File: config.mk
export PLATFORM = sky130hd
export DESIGN_NAME = cia_core
export DESIGN_NICKNAME = d
export VERILOG_FILES = /design/src/cia_pkg.sv /design/src/cia_core.sv /design/src/cia_alu.sv
export VERILOG_INCLUDE_DIRS = /design/src
export SDC_FILE = /design/constraint.sdc
export NUM_CORES = 1
export LEC_CHECK = 0
export ABC_AREA = 1
export BUFFER_PORTS_ARGS = -buffer_cell sky130_fd_sc_hd__buf_2
export CORE_ASPECT_RATIO = 0.8
export CORE_MARGIN = 8
export CORE_UTILIZATION = 40
export DETAILED_ROUTE_END_ITERATION = 7
export PLACE_DENSITY = 0.54
export SYNTH_ARGS = -nofsm -noshare
export SYNTH_HDL_FRONTEND = slang
export SYNTH_SLANG_ARGS = --single-unit
File: constraint.sdc
create_clock -name clk_in -period 4.5 [get_ports clk_in]
set_input_delay 0.45 -clock clk_in [delete_from_list [all_inputs] [get_ports clk_in]]
set_output_delay 0.45 -clock clk_in [all_outputs]
set_load 0.1 [all_outputs]
File: src/cia_params.svh
// Constants for the interrupt-entry and add-group CPU slice.
// Assumes inclusion by the package, the core and the bench.
`ifndef CIA_PARAMS_SVH
`define CIA_PARAMS_SVH

// ==========================================================================
// Opcodes
`define CIA_OP_ADC_IMM 8'hA9
`define CIA_OP_ADD_IMM 8'hAB
`define CIA_OP_AND_IMM 8'hA4
`define CIA_OP_SP_ADJ 8'hA7
`define CIA_OP_IDX_ADJ 8'hAF
`define CIA_OP_TRAP 8'h83
`define CIA_OP_CLR_MASK 8'h9A
`define CIA_OP_SET_MASK 8'h9B

// ==========================================================================
// Vectors and reset values
`define CIA_RESET_VEC 16'hFFFE
`define CIA_TRAP_VEC 16'hFFFC
`define CIA_IRQ_VEC_TOP 16'hFFFA
`define CIA_NIRQ 8
`define CIA_SP_RESET 16'h00FF

// ==========================================================================
// Sequence counts
`define CIA_PUSH_LAST 3'h4
`define CIA_FILL_LAST 3'h2
`define CIA_QUEUE_AHEAD 16'h0003

// ==========================================================================
// Register port map and fields
`define CIA_REG_CTRL 4'h0
`define CIA_REG_ACC 4'h1
`define CIA_REG_IDX_LO 4'h2
`define CIA_REG_IDX_HI 4'h3
`define CIA_REG_SP_LO 4'h4
`define CIA_REG_SP_HI 4'h5
`define CIA_REG_PC_LO 4'h6
`define CIA_REG_PC_HI 4'h7
`define CIA_REG_CCR 4'h8
`define CIA_REG_STATUS 4'h9
`define CIA_CTRL_HALT_BIT 0
`define CIA_STAT_ENTRY_BIT 0
`define CIA_STAT_HALTED_BIT 1

`endif

File: src/cia_pkg.sv
// Types shared by the CPU slice: sequencer states, ALU operations and
// the packed state record of the core.
// Assumes cia_params.svh is on the include path.
`include "cia_params.svh"

package cia_pkg;

  // ========================================================================
  // Enumerations
  typedef enum logic [2:0] {
    ST_VEC_HI,
    ST_VEC_LO,
    ST_IDLE,
    ST_FILL,
    ST_DECODE,
    ST_EXEC2,
    ST_PUSH
  } cia_state_e;

  typedef enum logic [1:0] {
    ALU_ADD,
    ALU_ADC,
    ALU_AND
  } cia_alu_op_e;

  // ========================================================================
  // Core state record
  typedef struct packed {
    cia_state_e st;
    logic [2:0] cnt;
    logic [7:0] acc;
    logic [7:0] idx_lo;
    logic [7:0] idx_hi;
    logic [15:0] sp;
    logic [15:0] pc;
    logic [2:0][7:0] q;
    logic flag_v;
    logic flag_h;
    logic flag_i;
    logic flag_n;
    logic flag_z;
    logic flag_c;
    logic [15:0] vaddr;
    logic [15:0] save_pc;
    logic [7:0] b1;
    logic halt;
    logic [15:0] bus_addr;
    logic bus_rd;
    logic bus_wr;
    logic [7:0] bus_wdata;
    logic [7:0] reg_rdata;
  } cia_core_s;

endpackage

File: src/cia_core.sv
// CPU slice: interrupt and trap entry, queue refill and the add group.
// Assumes a memory that answers bus reads combinationally in the same
// clock, and interrupt requests that are levels from same-clock logic.
//
// How it works
// - Pending interrupts are only taken at an instruction boundary.
// - Stacked program counter is the next instruction's address.
// - Interrupts share the trap sequence; vector latched at sequence start.
// - Stack order: PC low, PC high, index low, accumulator, condition codes.
// - Mask bit is set once the condition code byte is stacked.
// - Vector high byte is read first, then low byte.
// - One idle bus cycle follows the vector fetch.
// - Three program bytes from the vector refill the queue before execution.
// - Index high byte is never stacked during entry.
// - A service routine may clear the mask, allowing nesting.
// - Trap opcode enters the same path and ignores the mask.
// - Add-with-carry adds operand and carry, updates V H N Z C, 2 cycles.
// - Stack adjust adds sign-extended immediate to SP, flags unchanged.
// - Index adjust adds sign-extended immediate to index pair, no flags.
`timescale 1ns/1ps
`include "cia_params.svh"

module cia_core (
  input wire logic clk_in,
  input wire logic resetn_in,
  input wire logic [`CIA_NIRQ-1:0] irq_req_in,
  input wire logic [7:0] bus_rdata_in,
  output logic [15:0] bus_addr_out,
  output logic bus_rd_out,
  output logic bus_wr_out,
  output logic [7:0] bus_wdata_out,
  input wire logic [3:0] reg_addr_in,
  input wire logic [7:0] reg_wdata_in,
  input wire logic reg_wr_in,
  input wire logic reg_rd_in,
  output logic [7:0] reg_rdata_out
);

  // ========================================================================
  // State
  cia_pkg::cia_core_s r_reg;
  cia_pkg::cia_core_s r_next;

  logic [15:0] irq_vec;
  logic irq_any;
  logic two_byte;
  logic [15:0] imm_sext;
  logic [15:0] hx_sum;
  logic [7:0] ccr_byte;
  cia_pkg::cia_alu_op_e alu_op;
  logic [7:0] alu_res;
  logic alu_v;
  logic alu_h;
  logic alu_n;
  logic alu_z;
  logic alu_c;
  wire logic [`CIA_NIRQ-1:0] irq_lower;
  wire logic [`CIA_NIRQ-1:0] irq_win;
  wire logic [`CIA_NIRQ-1:0][15:0] irq_vec_one;
  logic op_adc;
  logic op_add;
  logic op_and;
  logic op_sp_adj;
  logic op_idx_adj;
  logic op_trap;
  logic op_clr_mask;
  logic op_set_mask;
  logic take_irq;
  logic take_trap;
  logic at_boundary;
  logic in_entry;

  // ========================================================================
  // Arithmetic unit
  cia_alu u_alu (
    .op_in(alu_op),
    .a_in(r_reg.acc),
    .m_in(r_reg.q[1]),
    .c_in(r_reg.flag_c),
    .h_in(r_reg.flag_h),
    .res_out(alu_res),
    .v_out(alu_v),
    .h_out(alu_h),
    .n_out(alu_n),
    .z_out(alu_z),
    .c_out(alu_c)
  );

  // ========================================================================
  // Interrupt priority: lowest request index wins
  // A request wins only while no lower index is pending
  generate
    for (genvar gi = 0; gi < `CIA_NIRQ; gi++) begin : g_irq
      if (gi == 0) begin : g_first
        assign irq_lower[gi] = 1'b0;
      end else begin : g_rest
        assign irq_lower[gi] = irq_lower[gi-1] | irq_req_in[gi-1];
      end
      assign irq_win[gi] = irq_req_in[gi] & ~irq_lower[gi];
      assign irq_vec_one[gi] = irq_win[gi] ?
        (`CIA_IRQ_VEC_TOP - 16'(2 * gi)) : 16'h0000;
    end
  endgenerate

  // At most one winner, so an OR merges the candidates
  always_comb begin
    irq_any = |irq_req_in;
    irq_vec = 16'h0000;
    for (int i = 0; i < `CIA_NIRQ; i++) begin
      irq_vec = irq_vec | irq_vec_one[i];
    end
  end

  // ========================================================================
  // Opcode classes at the queue head
  always_comb begin
    op_adc = (r_reg.q[0] == `CIA_OP_ADC_IMM);
    op_add = (r_reg.q[0] == `CIA_OP_ADD_IMM);
    op_and = (r_reg.q[0] == `CIA_OP_AND_IMM);
    op_sp_adj = (r_reg.q[0] == `CIA_OP_SP_ADJ);
    op_idx_adj = (r_reg.q[0] == `CIA_OP_IDX_ADJ);
    op_trap = (r_reg.q[0] == `CIA_OP_TRAP);
    op_clr_mask = (r_reg.q[0] == `CIA_OP_CLR_MASK);
    op_set_mask = (r_reg.q[0] == `CIA_OP_SET_MASK);
    // Masked requests wait; the trap opcode ignores the mask
    take_irq = irq_any && !r_reg.flag_i;
    take_trap = op_trap;
    at_boundary = (r_reg.st == cia_pkg::ST_DECODE);
    in_entry = !at_boundary && (r_reg.st != cia_pkg::ST_EXEC2);
  end

  // ========================================================================
  // Decode helpers
  always_comb begin
    case (r_reg.q[0])
      `CIA_OP_ADC_IMM: alu_op = cia_pkg::ALU_ADC;
      `CIA_OP_AND_IMM: alu_op = cia_pkg::ALU_AND;
      default: alu_op = cia_pkg::ALU_ADD;
    endcase
    two_byte = op_adc || op_add || op_and || op_sp_adj || op_idx_adj;
    imm_sext = {{8{r_reg.q[1][7]}}, r_reg.q[1]};
    hx_sum = {r_reg.idx_hi, r_reg.idx_lo} + imm_sext;
    // Bits 6 and 5 of the condition byte always read as one
    ccr_byte = {r_reg.flag_v, 2'b11, r_reg.flag_h, r_reg.flag_i,
                r_reg.flag_n, r_reg.flag_z, r_reg.flag_c};
  end

  // ========================================================================
  // Next-state logic
  always_comb begin
    r_next = r_reg;

    // Register port
    r_next.reg_rdata = 8'h00;
    if (reg_rd_in) begin
      case (reg_addr_in)
        `CIA_REG_CTRL: r_next.reg_rdata = {7'h00, r_reg.halt};
        `CIA_REG_ACC: r_next.reg_rdata = r_reg.acc;
        `CIA_REG_IDX_LO: r_next.reg_rdata = r_reg.idx_lo;
        `CIA_REG_IDX_HI: r_next.reg_rdata = r_reg.idx_hi;
        `CIA_REG_SP_LO: r_next.reg_rdata = r_reg.sp[7:0];
        `CIA_REG_SP_HI: r_next.reg_rdata = r_reg.sp[15:8];
        `CIA_REG_PC_LO: r_next.reg_rdata = r_reg.pc[7:0];
        `CIA_REG_PC_HI: r_next.reg_rdata = r_reg.pc[15:8];
        `CIA_REG_CCR: r_next.reg_rdata = ccr_byte;
        `CIA_REG_STATUS: begin
          r_next.reg_rdata[`CIA_STAT_ENTRY_BIT] = in_entry;
          r_next.reg_rdata[`CIA_STAT_HALTED_BIT] =
            r_reg.halt && at_boundary;
        end
        default: r_next.reg_rdata = 8'h00;
      endcase
    end
    if (reg_wr_in && (reg_addr_in == `CIA_REG_CTRL)) begin
      r_next.halt = reg_wdata_in[`CIA_CTRL_HALT_BIT];
    end

    // Sequencer
    // Entry: five pushes, vector high, vector low, one free cycle,
    // then three refill reads; the reset path skips the pushes.
    case (r_reg.st)
      cia_pkg::ST_VEC_HI: begin
        r_next.pc[15:8] = bus_rdata_in;
        r_next.st = cia_pkg::ST_VEC_LO;
      end
      cia_pkg::ST_VEC_LO: begin
        r_next.pc[7:0] = bus_rdata_in;
        r_next.st = cia_pkg::ST_IDLE;
      end
      cia_pkg::ST_IDLE: begin
        r_next.cnt = 3'h0;
        r_next.st = cia_pkg::ST_FILL;
      end
      cia_pkg::ST_FILL: begin
        r_next.q[r_reg.cnt[1:0]] = bus_rdata_in;
        r_next.cnt = r_reg.cnt + 3'h1;
        if (r_reg.cnt == `CIA_FILL_LAST) begin
          r_next.st = cia_pkg::ST_DECODE;
        end
      end
      cia_pkg::ST_DECODE: begin
        // Only this state is a boundary, so no instruction is cut short
        if (r_reg.halt) begin
          r_next.st = cia_pkg::ST_DECODE;
        end else if (take_irq) begin
          r_next.save_pc = r_reg.pc;
          // Vector frozen here: a later, higher request cannot redirect
          r_next.vaddr = irq_vec;
          r_next.cnt = 3'h0;
          r_next.st = cia_pkg::ST_PUSH;
        end else if (take_trap) begin
          r_next.save_pc = r_reg.pc + 16'h0001;
          r_next.vaddr = `CIA_TRAP_VEC;
          r_next.cnt = 3'h0;
          r_next.st = cia_pkg::ST_PUSH;
        end else if (two_byte) begin
          r_next.b1 = bus_rdata_in;
          r_next.st = cia_pkg::ST_EXEC2;
        end else begin
          if (op_clr_mask) begin
            r_next.flag_i = 1'b0;
          end
          if (op_set_mask) begin
            r_next.flag_i = 1'b1;
          end
          // Other single-byte opcodes fall outside this slice: no effect
          r_next.q[0] = r_reg.q[1];
          r_next.q[1] = r_reg.q[2];
          r_next.q[2] = bus_rdata_in;
          r_next.pc = r_reg.pc + 16'h0001;
        end
      end
      cia_pkg::ST_EXEC2: begin
        case (r_reg.q[0])
          `CIA_OP_SP_ADJ: begin
            r_next.sp = r_reg.sp + imm_sext;
          end
          `CIA_OP_IDX_ADJ: begin
            r_next.idx_hi = hx_sum[15:8];
            r_next.idx_lo = hx_sum[7:0];
          end
          default: begin
            r_next.acc = alu_res;
            r_next.flag_v = alu_v;
            r_next.flag_h = alu_h;
            r_next.flag_n = alu_n;
            r_next.flag_z = alu_z;
            r_next.flag_c = alu_c;
          end
        endcase
        r_next.q[0] = r_reg.q[2];
        r_next.q[1] = r_reg.b1;
        r_next.q[2] = bus_rdata_in;
        r_next.pc = r_reg.pc + 16'h0002;
        r_next.st = cia_pkg::ST_DECODE;
      end
      cia_pkg::ST_PUSH: begin
        r_next.sp = r_reg.sp - 16'h0001;
        r_next.cnt = r_reg.cnt + 3'h1;
        if (r_reg.cnt == `CIA_PUSH_LAST) begin
          // Set after the last push, so the stacked copy keeps the old mask
          r_next.flag_i = 1'b1;
          r_next.st = cia_pkg::ST_VEC_HI;
        end
      end
      default: begin
        r_next.vaddr = `CIA_RESET_VEC;
        r_next.st = cia_pkg::ST_VEC_HI;
      end
    endcase

    // Bus request for the state being entered, so pins come from flops
    r_next.bus_rd = 1'b0;
    r_next.bus_wr = 1'b0;
    r_next.bus_wdata = 8'h00;
    r_next.bus_addr = r_reg.bus_addr;
    case (r_next.st)
      cia_pkg::ST_VEC_HI: begin
        r_next.bus_rd = 1'b1;
        r_next.bus_addr = r_next.vaddr;
      end
      cia_pkg::ST_VEC_LO: begin
        r_next.bus_rd = 1'b1;
        r_next.bus_addr = r_next.vaddr + 16'h0001;
      end
      cia_pkg::ST_IDLE: begin
        r_next.bus_rd = 1'b0;
      end
      cia_pkg::ST_FILL: begin
        r_next.bus_rd = 1'b1;
        r_next.bus_addr = r_next.pc + {13'h0000, r_next.cnt};
      end
      cia_pkg::ST_DECODE: begin
        // Prefetch is speculative; a taken interrupt simply drops it
        r_next.bus_rd = !r_next.halt;
        r_next.bus_addr = r_next.pc + `CIA_QUEUE_AHEAD;
      end
      cia_pkg::ST_EXEC2: begin
        r_next.bus_rd = 1'b1;
        r_next.bus_addr = r_next.pc + `CIA_QUEUE_AHEAD + 16'h0001;
      end
      cia_pkg::ST_PUSH: begin
        r_next.bus_wr = 1'b1;
        r_next.bus_addr = r_next.sp;
        // Index high byte deliberately absent from this list
        case (r_next.cnt)
          3'h0: r_next.bus_wdata = r_next.save_pc[7:0];
          3'h1: r_next.bus_wdata = r_next.save_pc[15:8];
          3'h2: r_next.bus_wdata = r_next.idx_lo;
          3'h3: r_next.bus_wdata = r_next.acc;
          default: r_next.bus_wdata = ccr_byte;
        endcase
      end
      default: begin
        r_next.bus_rd = 1'b0;
      end
    endcase
  end

  // ========================================================================
  // State register
  always_ff @(posedge clk_in or negedge resetn_in) begin
    if (!resetn_in) begin
      r_reg <= '0;
      r_reg.st <= cia_pkg::ST_VEC_HI;
      r_reg.sp <= `CIA_SP_RESET;
      r_reg.flag_i <= 1'b1;
      r_reg.vaddr <= `CIA_RESET_VEC;
      r_reg.bus_addr <= `CIA_RESET_VEC;
      r_reg.bus_rd <= 1'b1;
    end else begin
      r_reg <= r_next;
    end
  end

  // ========================================================================
  // Outputs
  assign bus_addr_out = r_reg.bus_addr;
  assign bus_rd_out = r_reg.bus_rd;
  assign bus_wr_out = r_reg.bus_wr;
  assign bus_wdata_out = r_reg.bus_wdata;
  assign reg_rdata_out = r_reg.reg_rdata;

endmodule

File: src/cia_alu.sv
// Eight-bit add, add-with-carry and logical AND with flag results.
// Purely combinational; the caller decides which flags it keeps.
`timescale 1ns/1ps

module cia_alu (
  input wire cia_pkg::cia_alu_op_e op_in,
  input wire logic [7:0] a_in,
  input wire logic [7:0] m_in,
  input wire logic c_in,
  input wire logic h_in,
  output logic [7:0] res_out,
  output logic v_out,
  output logic h_out,
  output logic n_out,
  output logic z_out,
  output logic c_out
);

  logic [8:0] sum;
  logic [4:0] nib;
  logic cin;

  always_comb begin
    cin = (op_in == cia_pkg::ALU_ADC) ? c_in : 1'b0;
    sum = {1'b0, a_in} + {1'b0, m_in} + {8'h00, cin};
    nib = {1'b0, a_in[3:0]} + {1'b0, m_in[3:0]} + {4'h0, cin};
    if (op_in == cia_pkg::ALU_AND) begin
      res_out = a_in & m_in;
      v_out = 1'b0;
      h_out = h_in;
      c_out = c_in;
    end else begin
      res_out = sum[7:0];
      // Signed overflow: like-signed operands giving an unlike result
      v_out = (a_in[7] & m_in[7] & ~sum[7]) | (~a_in[7] & ~m_in[7] & sum[7]);
      h_out = nib[4];
      c_out = sum[8];
    end
    n_out = res_out[7];
    z_out = (res_out == 8'h00);
  end

endmodule

==> impl_metrics.py <==
metrics = {
    "status": {
        "status": "completed",
    },
    "cts": {
        "cts_setup_buffers": 0,
        "numCtsBuffers": 17,
        "hold_buffers": 0,
        "cts.clk_slew.worst_paths_ns": 0.07,
        "clock-sinks": 167,
        "cts_buffer_depth": 2,
        "cts_tree": "done",
        "h-tree-depth": 4,
        "clkLatencyLatePin_ns": 0.47,
        "cts_root_buffer": "clkbuf_16",
        "cts_resized": 0,
    },
    "synthesis": {
        "yosys_most_used_dff": "dfrtp_1",
        "synth_warnings": 0,
        "synthDistinctLibCells": 70,
        "synth_top_cell_by_area": "dfrtp_1",
        "synth_fp_nets": 1978,
        "synth_seq_cells": 167,
        "yosys-top-cells-area": "dfrtp_1 24%, nand2_1 13%, dfstp_2 7.9%",
        "yosysTopAreaCellShare": 0.239,
        "synth_edf_count": 0,
        "synth_area_sq_um": 13300,
        "synth-async-reset-ratio": 1.00,
        "synth.yosys.seq_area_share": 0.319,
        "syn-instance-count": 1892,
        "synth.avg_cell_area_sq_um": 7.02,
    },
    "global_route": {
        "antenna_found_initial": 1,
        "grt_pass1_wl_um": 75900,
        "overflow": 0,
        "first_global_vias": 12400,
        "gr-usage-all-layers": 0.257,
        "grt_max_degree": 92,
    },
    "floorplan": {
        "io-pin-count": 66,
        "die_x_um": 220,
        "rows": 59,
        "die-area_sq_um": 39300,
        "coreArea_sq_um": 32600,
        "initial_core_util": 0.407,
        "die_h_um": 179,
    },
    "power": {
        "power_mw": 10.9,
        "peakVddDrop_mv": 0.393,
        "power_leakage_nw": 6.78,
        "power_density_nw_per_um2": 754,
    },
    "timing": {
        "min_period_ns": 3.99,
        "setup_ws_ns": 0.506,
        "max_freq_mhz": 250,
        "post-route-period-util": 0.887,
        "report.final.setup_viol": 0,
        "rsz0062_at_grt": "false",
        "setup-tns-final_ns": 0,
        "tightest_slew_ns": 0.996,
        "fin_skew_ns": 0.0125,
        "maxSlewViolCount": 0,
        "max_slew_margin": 0.333,
        "finalHoldViolCount": 0,
    },
    "layout": {
        "final_cells": 2367,
        "nFillCells": 3449,
        "antenna_cells": 0,
        "drive_above_1_share": 0.157,
        "final_nets": 2013,
        "regArea_sq_um": 4230,
        "fin_util": 0.445,
        "area_growth_syn_to_layout_pct": 9.30,
        "multi_input_area_sq_um": 7700,
    },
    "route": {
        "drc": 0,
        "dr.pass1.iters": 8,
        "via_count": 13400,
        "drt_iter0_markers": 1193,
        "avgViaCountPerCell": 5.67,
        "antenna_left": 0,
        "wire_per_inst_um": 21.1,
        "wl_um": 49900,
    },
    "critical_path": {
        "critPathKind": "reg2reg",
        "start_kind": "flop",
        "cp_common_cell": "nand2_1",
        "crit_required_ns": 4.91,
        "cpMaxStageDelayCell": "dfrtp_1",
        "arrival_ns": 4.40,
        "reg2reg_slack_ns": 0.51,
        "max_stage_delay_ns": 0.42,
        "cp-end-kind": "flop",
        "cp_max_fo": 6,
    },
    "flow_run": {
        "cap_viol_max_count": 0,
    },
    "place": {
        "place_hpwl_um": 39800,
        "io_buffer_count": 58,
        "dp_cells": 2335,
        "preCtsSetupSlack_ns": 0.601,
        "gp_congestion": 0.998,
    },
    "worst_hold_path": {
        "min_path_type": "in2async",
    },
}
-- worst max-delay path: cells and delay by family (launching register included) --
family | cells | cell delay (ns)
AND/OR/NAND/NOR | 23 | 2.78
adder cells (fa/ha/maj) | 1 | 0.25
flip-flops | 1 | 0.42
buffers and inverters | 3 | 0.29
AO/OA/AOI/OAI | 1 | 0.19
-- synthesized netlist by cell type, drive strengths merged (9+ instances only) --
library cell and count:
dfstp 40, nand4 28, o2111ai 9, clkbuf 33, xnor2 9, o221ai 14
a31oi 12, o21ai 171, ha 50, a21oi 117, dfrtp 127, nor2 180
nand3 176, xor2 22, inv 227, o22ai 18, buf 51, nor3 18
a221oi 13, o211ai 17, a22oi 9, nand2 491
-- cell type report --
type,instances,area share
clock buffers,23,0.0329
inverters,230,0.0595
multi-input cells,1411,0.531
well taps,427,0.0368
clock inverters,9,0.00647
repair buffers,100,0.0422
flip-flops and latches,167,0.292
-- metrics by stage --
| step | instance area, sq um | hold slack [ns] |
|---|---|---|
| floorplan | 13300 | 0.154 |
| global placement | 13900 | 0.456 |
| detailed placement | 13900 | 0.459 |
| CTS | 14500 | 0.0909 |
| global route | 14500 | 0.133 |
| finish | 14500 | 0.0374 |
-- layer usage --
layer  vias to the layer above  share of wire  GRT usage
met5                         -        0.00020          0
met4                         2          0.022     0.0827
met3                        54          0.081     0.0474
met2                       502           0.40      0.362
met1                      6425           0.49      0.387
li1                       6438              -          -
-- report_power, final --
group | internal, mW | switching, mW
clock | 0.812 | 0.685
combinational | 1.84 | 4.94
sequential | 2.06 | 0.607
total | 4.71 | 6.23
-- cell usage in the layout, fill, tap and decap left out, types with 26 or more instances in the layout --
cell / synthesis / final
inv_1: 205 / 205
nand3_1: 164 / 164
dfrtp_1: 127 / 127
dfstp_2: 40 / 40
nand2_2: 29 / 29
buf_2: 10 / 57
o21ai_0: 150 / 150
a21oi_1: 111 / 111
ha_1: 50 / 50
nor2_1: 139 / 138
nor2_2: 25 / 26
nand4_1: 27 / 27
buf_4: 36 / 42
nand2_1: 458 / 458
-- final timing paths --
check,start,end,cells after the start
setup / recovery,flop,bus_addr_out[15],28
hold / removal,resetn_in,r_reg[138],1
setup reg to reg,flop,bus_addr_out[15],28
hold reg to reg,bus_addr_out[9],bus_addr_out[9],2
max in group asynchronous,resetn_in,r_reg[73],2
min in group clk_in,reg_rd_in,reg_rdata_out[1],3
-- logic make-up after synthesis --
kind of cell | share of synthesized area
AND/OR/NAND/NOR | 0.315
AO/OA/AOI/OAI | 0.189
buffers and inverters | 0.102
flip-flops | 0.319
adder cells (fa/ha/maj) | 0.0532
XOR/XNOR | 0.0205
multiplexers | 0.00255
No activity file was read; power rests on OpenSTA's default activity.
